<file path="src/rtl/rsa_pkg.sv">
// Constants shared by the rail strobe assignment block
//
// Function
// - Buck-boost rail step slot sits in bits 7-4 at 0x23, reset 7h.
// - Third buck rail step slot sits in bits 3-0 at 0x23, reset 5h, register 0x75.
// - Slot values 0h-2h and Bh-Fh leave the output outside sequencer control.
// - Slot values 3h through Ah enable the output at step 3 through 10.
// - Register 0x24 resets 0x12; bits 7-6, 3-2 read zero; bits 5-4, 1-0 writable.
// - Linear rail step slot sits in bits 3-0 at 0x25, reset 3h.
// - Bits 7-4 at 0x25 are writable spare, reset 6h, register 0x63.
// - Second general output slot sits in bits 7-4 at 0x26, reset 0h.
// - First general output slot sits in bits 3-0 at 0x26, reset 3h, register 0x03.
// - Each gap between steps waits 2 ms or 5 ms by its own select bit.
// - Power-down delay scale multiplies every gap by 10 during power-down only.
`default_nettype none

package rsa_pkg;
   // ----------------------------------------------------------------
   // Register map
   // ----------------------------------------------------------------
   localparam logic [7:0] OFS_MAP_BB_B3 = 8'h23;
   localparam logic [7:0] OFS_MAP_SPARE = 8'h24;
   localparam logic [7:0] OFS_MAP_LINEAR = 8'h25;
   localparam logic [7:0] OFS_MAP_OUTPUTS = 8'h26;
   localparam logic [7:0] RST_MAP_BB_B3 = 8'h75;
   localparam logic [7:0] RST_MAP_SPARE = 8'h12;
   localparam logic [7:0] RST_MAP_LINEAR = 8'h63;
   localparam logic [7:0] RST_MAP_OUTPUTS = 8'h03;
   localparam logic [7:0] SPARE_WR_MASK = 8'h33;
   localparam logic [7:0] RDATA_UNMAPPED = 8'h00;
   localparam int SLOT_HI_LSB = 4;
   localparam int SLOT_LO_LSB = 0;

   // ----------------------------------------------------------------
   // Steps and outputs
   // ----------------------------------------------------------------
   localparam logic [3:0] SLOT_FIRST_CTRL = 4'h3;
   localparam logic [3:0] SLOT_LAST_CTRL = 4'ha;
   localparam logic [3:0] STEP_FIRST = 4'h1;
   localparam logic [3:0] STEP_LAST = 4'ha;
   localparam int NUM_OUT = 5;
   localparam int OUT_BUCKBOOST = 0;
   localparam int OUT_BUCK_THREE = 1;
   localparam int OUT_LINEAR = 2;
   localparam int OUT_ONE = 3;
   localparam int OUT_TWO = 4;
   localparam int NUM_GAP = 9;

   // ----------------------------------------------------------------
   // Timing
   // ----------------------------------------------------------------
   localparam int CLK_MHZ = 10;
   localparam int GAP_SHORT_US = 2000;
   localparam int GAP_LONG_US = 5000;
   localparam int GAP_SHORT_CYC = GAP_SHORT_US * CLK_MHZ;
   localparam int GAP_LONG_CYC = GAP_LONG_US * CLK_MHZ;
   localparam int DOWN_SCALE = 10;
   localparam int TMR_W = 20;

   typedef enum logic [1:0] {
      RSA_IDLE = 2'b00,
      RSA_UP = 2'b01,
      RSA_DOWN = 2'b10
   } rsa_state_t;
endpackage

`default_nettype wire

</file>
<file path="src/rtl/rsa_step_decode.sv">
// Step slot decoder for one sequenced output
`default_nettype none

module rsa_step_decode (
   input wire logic [3:0] slot_in,
   input wire logic [3:0] step_in,
   output logic ctrl_out,
   output logic hit_out
);
   // Slots outside 3h..Ah are not under sequencer control
   always_comb begin
      ctrl_out = (slot_in >= rsa_pkg::SLOT_FIRST_CTRL) &&
                 (slot_in <= rsa_pkg::SLOT_LAST_CTRL);
      hit_out = ctrl_out && (slot_in == step_in);
   end
endmodule

`default_nettype wire

</file>
<file path="src/rtl/rsa_top.sv">
// Step slot registers and strobe sequencer for five outputs
`default_nettype none

module rsa_top #(
   parameter int unsigned GAP_SHORT_CYC = rsa_pkg::GAP_SHORT_CYC,
   parameter int unsigned GAP_LONG_CYC = rsa_pkg::GAP_LONG_CYC
) (
   input wire logic clk_in,
   input wire logic resetn_in,
   input wire logic reg_wr_in,
   input wire logic reg_rd_in,
   input wire logic [7:0] reg_addr_in,
   input wire logic [7:0] reg_wdata_in,
   input wire logic unlock_in,
   input wire logic seq_up_in,
   input wire logic seq_down_in,
   input wire logic [8:0] gap_select_in,
   input wire logic powerdown_delay_scale_in,
   output logic [7:0] reg_rdata_out,
   output logic seq_busy_out,
   output logic [3:0] step_out,
   output logic step_strobe_out,
   output logic buckboost_rail_en_out,
   output logic buck_three_rail_en_out,
   output logic linear_rail_en_out,
   output logic general_output_one_en_out,
   output logic general_output_two_en_out
);
   localparam int unsigned SCALE = rsa_pkg::DOWN_SCALE;
   localparam logic [19:0] T_SHORT = 20'(GAP_SHORT_CYC - 1);
   localparam logic [19:0] T_LONG = 20'(GAP_LONG_CYC - 1);
   localparam logic [19:0] T_SHORT_X = 20'(GAP_SHORT_CYC * SCALE - 1);
   localparam logic [19:0] T_LONG_X = 20'(GAP_LONG_CYC * SCALE - 1);

   // ----------------------------------------------------------------
   // Register file
   // ----------------------------------------------------------------
   logic [7:0] map_bb_b3_q, map_bb_b3_d;
   logic [7:0] map_spare_q, map_spare_d;
   logic [7:0] map_linear_q, map_linear_d;
   logic [7:0] map_outputs_q, map_outputs_d;
   logic [7:0] rdata_q, rdata_d;
   logic wr_ok;

   always_comb begin
      map_bb_b3_d = map_bb_b3_q;
      map_spare_d = map_spare_q;
      map_linear_d = map_linear_q;
      map_outputs_d = map_outputs_q;
      rdata_d = rdata_q;
      wr_ok = reg_wr_in && unlock_in;
      if (wr_ok) begin
         unique case (reg_addr_in)
            rsa_pkg::OFS_MAP_BB_B3: map_bb_b3_d = reg_wdata_in;
            rsa_pkg::OFS_MAP_SPARE: map_spare_d = reg_wdata_in & rsa_pkg::SPARE_WR_MASK;
            rsa_pkg::OFS_MAP_LINEAR: map_linear_d = reg_wdata_in;
            rsa_pkg::OFS_MAP_OUTPUTS: map_outputs_d = reg_wdata_in;
            default: map_bb_b3_d = map_bb_b3_q;
         endcase
      end
      if (reg_rd_in) begin
         unique case (reg_addr_in)
            rsa_pkg::OFS_MAP_BB_B3: rdata_d = map_bb_b3_q;
            rsa_pkg::OFS_MAP_SPARE: rdata_d = map_spare_q;
            rsa_pkg::OFS_MAP_LINEAR: rdata_d = map_linear_q;
            rsa_pkg::OFS_MAP_OUTPUTS: rdata_d = map_outputs_q;
            default: rdata_d = rsa_pkg::RDATA_UNMAPPED;
         endcase
      end
   end

   always_ff @(posedge clk_in or negedge resetn_in) begin
      if (!resetn_in) begin
         map_bb_b3_q <= rsa_pkg::RST_MAP_BB_B3;
         map_spare_q <= rsa_pkg::RST_MAP_SPARE;
         map_linear_q <= rsa_pkg::RST_MAP_LINEAR;
         map_outputs_q <= rsa_pkg::RST_MAP_OUTPUTS;
         rdata_q <= 8'h00;
      end else begin
         map_bb_b3_q <= map_bb_b3_d;
         map_spare_q <= map_spare_d;
         map_linear_q <= map_linear_d;
         map_outputs_q <= map_outputs_d;
         rdata_q <= rdata_d;
      end
   end

   // ----------------------------------------------------------------
   // Slot decode
   // ----------------------------------------------------------------
   logic [3:0] slot [rsa_pkg::NUM_OUT];
   logic [rsa_pkg::NUM_OUT-1:0] ctrl;
   logic [rsa_pkg::NUM_OUT-1:0] hit;
   logic [3:0] step_q, step_d;

   always_comb begin
      slot[rsa_pkg::OUT_BUCKBOOST] = map_bb_b3_q[rsa_pkg::SLOT_HI_LSB +: 4];
      slot[rsa_pkg::OUT_BUCK_THREE] = map_bb_b3_q[rsa_pkg::SLOT_LO_LSB +: 4];
      slot[rsa_pkg::OUT_LINEAR] = map_linear_q[rsa_pkg::SLOT_LO_LSB +: 4];
      slot[rsa_pkg::OUT_ONE] = map_outputs_q[rsa_pkg::SLOT_LO_LSB +: 4];
      slot[rsa_pkg::OUT_TWO] = map_outputs_q[rsa_pkg::SLOT_HI_LSB +: 4];
   end

   for (genvar i = 0; i < rsa_pkg::NUM_OUT; i++) begin : g_dec
      rsa_step_decode u_dec (
         .slot_in(slot[i]),
         .step_in(step_q),
         .ctrl_out(ctrl[i]),
         .hit_out(hit[i])
      );
   end

   // ----------------------------------------------------------------
   // Strobe sequencer
   // ----------------------------------------------------------------
   rsa_pkg::rsa_state_t state_q, state_d;
   logic [19:0] tmr_q, tmr_d;
   logic [rsa_pkg::NUM_OUT-1:0] en_q, en_d;
   logic strobe_q, strobe_d;
   logic fire;
   logic gap_long;
   logic [3:0] gap_idx;
   logic busy_q, busy_d;

   always_comb begin
      state_d = state_q;
      tmr_d = tmr_q;
      step_d = step_q;
      en_d = en_q & ctrl;
      fire = (state_q != rsa_pkg::RSA_IDLE) && (tmr_q == 20'h00000);
      strobe_d = fire;
      gap_idx = (state_q == rsa_pkg::RSA_DOWN) ? step_q - 4'h2 : step_q - 4'h1;
      // Steps without a following gap index past the select bits
      gap_long = (gap_idx < 4'(rsa_pkg::NUM_GAP)) ? gap_select_in[gap_idx] : 1'b0;
      unique case (state_q)
         rsa_pkg::RSA_IDLE: begin
            if (seq_up_in) begin
               state_d = rsa_pkg::RSA_UP;
               step_d = rsa_pkg::STEP_FIRST;
               tmr_d = 20'h00000;
            end else if (seq_down_in) begin
               state_d = rsa_pkg::RSA_DOWN;
               step_d = rsa_pkg::STEP_LAST;
               tmr_d = 20'h00000;
            end
         end
         rsa_pkg::RSA_UP: begin
            if (fire) begin
               en_d = (en_q | hit) & ctrl;
               if (step_q == rsa_pkg::STEP_LAST) begin
                  state_d = rsa_pkg::RSA_IDLE;
               end else begin
                  step_d = step_q + 4'h1;
                  tmr_d = gap_long ? T_LONG : T_SHORT;
               end
            end else begin
               tmr_d = tmr_q - 20'h00001;
            end
         end
         rsa_pkg::RSA_DOWN: begin
            if (fire) begin
               en_d = en_q & ~hit & ctrl;
               if (step_q == rsa_pkg::STEP_FIRST) begin
                  state_d = rsa_pkg::RSA_IDLE;
               end else begin
                  step_d = step_q - 4'h1;
                  if (powerdown_delay_scale_in) begin
                     tmr_d = gap_long ? T_LONG_X : T_SHORT_X;
                  end else begin
                     tmr_d = gap_long ? T_LONG : T_SHORT;
                  end
               end
            end else begin
               tmr_d = tmr_q - 20'h00001;
            end
         end
         default: state_d = rsa_pkg::RSA_IDLE;
      endcase
      busy_d = (state_d != rsa_pkg::RSA_IDLE);
   end

   always_ff @(posedge clk_in or negedge resetn_in) begin
      if (!resetn_in) begin
         state_q <= rsa_pkg::RSA_IDLE;
         tmr_q <= 20'h00000;
         step_q <= rsa_pkg::STEP_FIRST;
         en_q <= '0;
         strobe_q <= 1'b0;
         busy_q <= 1'b0;
      end else begin
         state_q <= state_d;
         tmr_q <= tmr_d;
         step_q <= step_d;
         en_q <= en_d;
         strobe_q <= strobe_d;
         busy_q <= busy_d;
      end
   end

   always_comb begin
      reg_rdata_out = rdata_q;
      seq_busy_out = busy_q;
      step_out = step_q;
      step_strobe_out = strobe_q;
      buckboost_rail_en_out = en_q[rsa_pkg::OUT_BUCKBOOST];
      buck_three_rail_en_out = en_q[rsa_pkg::OUT_BUCK_THREE];
      linear_rail_en_out = en_q[rsa_pkg::OUT_LINEAR];
      general_output_one_en_out = en_q[rsa_pkg::OUT_ONE];
      general_output_two_en_out = en_q[rsa_pkg::OUT_TWO];
   end
endmodule

`default_nettype wire

</file>
<file path="config.mk">
export PLATFORM = sky130hd
export DESIGN_NAME = rsa_top
export DESIGN_NICKNAME = d
export VERILOG_FILES = /design/src/rtl/rsa_pkg.sv /design/src/rtl/rsa_step_decode.sv /design/src/rtl/rsa_top.sv
export SDC_FILE = /design/constraint.sdc
export NUM_CORES = 1
export LEC_CHECK = 0
export BUFFER_PORTS_ARGS = -buffer_cell sky130_fd_sc_hd__buf_2
export CAP_MARGIN = 40
export CORE_UTILIZATION = 45
export CTS_CLUSTER_SIZE = 28
export DETAILED_ROUTE_END_ITERATION = 16
export PLACE_DENSITY_LB_ADDON = 0.3
export SLEW_MARGIN = 20
export SYNTH_ARGS = -nofsm -noshare
export SYNTH_HDL_FRONTEND = slang
export SYNTH_SLANG_ARGS = --single-unit
</file>
<file path="constraint.sdc">
create_clock -name clk_in -period 8.9 [get_ports clk_in]
set_clock_uncertainty 0.15 [all_clocks]
set_input_delay 1.335 -clock clk_in [delete_from_list [all_inputs] [get_ports clk_in]]
set_output_delay 1.335 -clock clk_in [all_outputs]
set_load 0.02 [all_outputs]
</file>
==> results.sh <==
export IMPL_cts_made_buffers=9
export IMPL_cts_setup_buffers=0
export IMPL_die_area_um2=10100
export IMPL_arrival_ns=3.52
export IMPL_drt_iter0_markers=216
export IMPL_cp_data_required_time_ns=9.00
export IMPL_ctsResizeCount=0
export IMPL_synthSimpleGateAreaFrac=0.164
export IMPL_cts_hold_buf=0
export IMPL_fin_crit_ns=3.41
export IMPL_clockBufferDepth=2
export IMPL_yosysTopAreaCellShare=0.315
export IMPL_io_buffers=51
export IMPL_grt_overflow_total=0
export IMPL_insertion_delay_ns=0.37
export IMPL_place_ws_ns=5.30
export IMPL_root_buffer="clkbuf_8"
export IMPL_synth_ff_type="dfrtp_1"
export IMPL_async_flop_share=1.00
export IMPL_syn_avg_cell_area_um2=9.79
export IMPL_firstDrtPassIters=5
export IMPL_num_nets_final=538
export IMPL_route_met3_wl_um=538
export IMPL_synth_warnings=0
export IMPL_core_um2=9330
export IMPL_wl_per_cell_um=17.2
export IMPL_synth_mux_area_frac=0.0958
export IMPL_ys_seq_area_frac=0.399
export IMPL_slew_viol_final=0
export IMPL_p_leak_nw=2.18
export IMPL_crit_start="state_q[0]"
export IMPL_ys_types=66
export IMPL_grt_max_degree=53
export IMPL_synth_xor_area_frac=0.0581
export IMPL_cts_tree="yes"
export IMPL_yosysTopAreaCell="dfrtp_1"
export IMPL_drive_gt1_frac=0.266
export IMPL_timing_fmax_mhz=293
export IMPL_status="complete, no violations"
export IMPL_post_route_period_util=0.384
export IMPL_hp_start="tmr_q[19]"
export IMPL_grt_pass1_vias=3632
export IMPL_syn2layout_area_growth_pct=12.7
export IMPL_syn_inst=447
export IMPL_wl_um=10800
export IMPL_netlist_area_um2=4370
export IMPL_cts_num_sinks=69
export IMPL_die_w_um=101
export IMPL_timing_final_ws_setup_ns=5.49
export IMPL_rrSetupSlack_ns=5.49
export IMPL_antenna_cells=0
export IMPL_wl_met2_um=5320
export IMPL_slew_headroom=0.513
export IMPL_synthTopCellsByArea="dfrtp_1, dfstp_2, mux2_2"
export IMPL_post_route_drc_count=0
export IMPL_worstSetupPathType="register to register"
export IMPL_dp_cells=608
export IMPL_synthAdderAreaFrac=0.0400
export IMPL_final_cell_area_um2=4930
export IMPL_timing_hold_violations_final=0
export IMPL_peakVddDrop_v=0.000155
export IMPL_fin_cells=625
export IMPL_holdWs_ns=0.349
export IMPL_syn_num_nets=494
export IMPL_cp_end_kind="register"
export IMPL_rsz0062_at_grt="false"
export IMPL_worstPathMaxFanout=21
export IMPL_met1_length_um=4600
export IMPL_htreeDepth=3
export IMPL_grt_pass1_wl_um=17600
export IMPL_dr_total_vias=3690
export IMPL_setup_violations=0
export IMPL_vias_per_cell=5.90
export IMPL_hpwl_um=8000
export IMPL_synth_compound_gate_area_share=0.197
export IMPL_synth_top_family_by_area="compound AO/OA/AOI/OAI gates"
export IMPL_cp_start_kind="register"
export IMPL_p_per_area_nw_per_um2=345
export IMPL_synth_seq_cells=69
export IMPL_top_layer="met4"
export IMPL_drv_cap=0
export IMPL_tightest_slew_ns=0.731
export IMPL_synth_edff_count=0
export IMPL_postPlaceCellArea_um2=4710
export IMPL_start_util=0.469
export IMPL_min_path_type="register to register"
export IMPL_place_congestion=0.970
export IMPL_grt_use_total=0.225
export IMPL_die_h_um=101
export IMPL_clk_pin_slew_worst_paths_ns=0.08
export IMPL_fp_row_count=35
export IMPL_reg2reg_from="state_q[0]"
export IMPL_io_pins=52
export IMPL_ant_nets=0
export IMPL_antenna_found_initial=0
export IMPL_fin_setup_tns_ns=0
-- path summary, 6_finish.rpt --
path                              endpoint  cells past startpoint
setup / recovery                  tmr_q[6]                      9
hold / removal                   tmr_q[19]                      1
setup reg to reg                  tmr_q[6]                      9
hold reg to reg                  tmr_q[19]                      1
max in group asynchronous  map_linear_q[5]                      3
min in group asynchronous         tmr_q[9]                      2
-- layout by cell type, fill, tap and decap left out, types with 9 or more instances in the layout --
master / count
dfrtp_1: 55
buf_2: 51
nor2_1: 31
mux2_2: 29
a21oi_1: 26
xnor2_1: 25
nand2_1: 24
o21ai_0: 23
inv_1: 20
nor3_1: 17
ha_1: 14
dfstp_2: 14
o21ai_1: 12
and3_1: 9
o22ai_1: 9
clkbuf_8: 9
-- cell usage after synthesis (all sizes together), types with 14 or more instances --
master  count
ha         14
mux2       29
nor3       19
dfstp      14
buf        18
o21ai      36
xnor2      25
nand2      24
nor2       31
dfrtp      55
a21oi      26
inv        21
-- registers in the layout, summed over array words and instances (netlist names) --
register and cells:
map_linear_q 8, tmr_q 20, step_out 4, en_q 5, state_q 2, map_spare_q 4, reg_rdata_out 8, map_outputs_q 8
seq_busy_out 1, map_bb_b3_q 8, step_strobe_out 1
-- logic make-up after synthesis --
logic type,Yosys count
AO/OA/AOI/OAI,128
buffers and inverters,43
multiplexers,37
AND/OR/NAND/NOR,127
adder cells (fa/ha/maj),14
flip-flops,69
XOR/XNOR,29
-- power breakdown --
group | internal, W | total, W | switching, W
logic | 0.000365 | 0.000961 | 0.000596
registers | 0.000372 | 0.000471 | 0.0000988
clock network | 0.000133 | 0.000268 | 0.000136
-- worst max-delay path, cell delays in order (launching register included) --
cell and delay, ns:
dfrtp_1 0.43, inv_1 0.13, ha_1 0.29, inv_1 0.15, nand4_1 0.25, or2_1 0.63, inv_2 0.36, a21oi_1 0.50
o21ai_0 0.17, a32o_1 0.23
-- metal layers --
layer,vias up,GRT usage
li1,1750,-
met1,1797,0.280
met2,115,0.382
met3,28,0.0374
met4,0,0.107
met5,-,0
-- per-stage QoR --
step / util / total power [W]
after global routing: 0.529 / 0.00182
after floorplan: - / 0.00121
after CTS: 0.527 / 0.00169
final: 0.529 / 0.00170
after global placement: 0.501 / 0.00139
after detailed placement: 0.505 / 0.00142
-- final cells by class --
type,instances,area (um^2)
fill,851,4400
multi-input combinational,335,2430
sequential,69,1740
timing repair buffer,55,313
tap,129,161
clock buffer,9,124
clock inverter,7,80.1
inverter,21,78.8
Note: power is estimated with default switching activity, not from simulation.
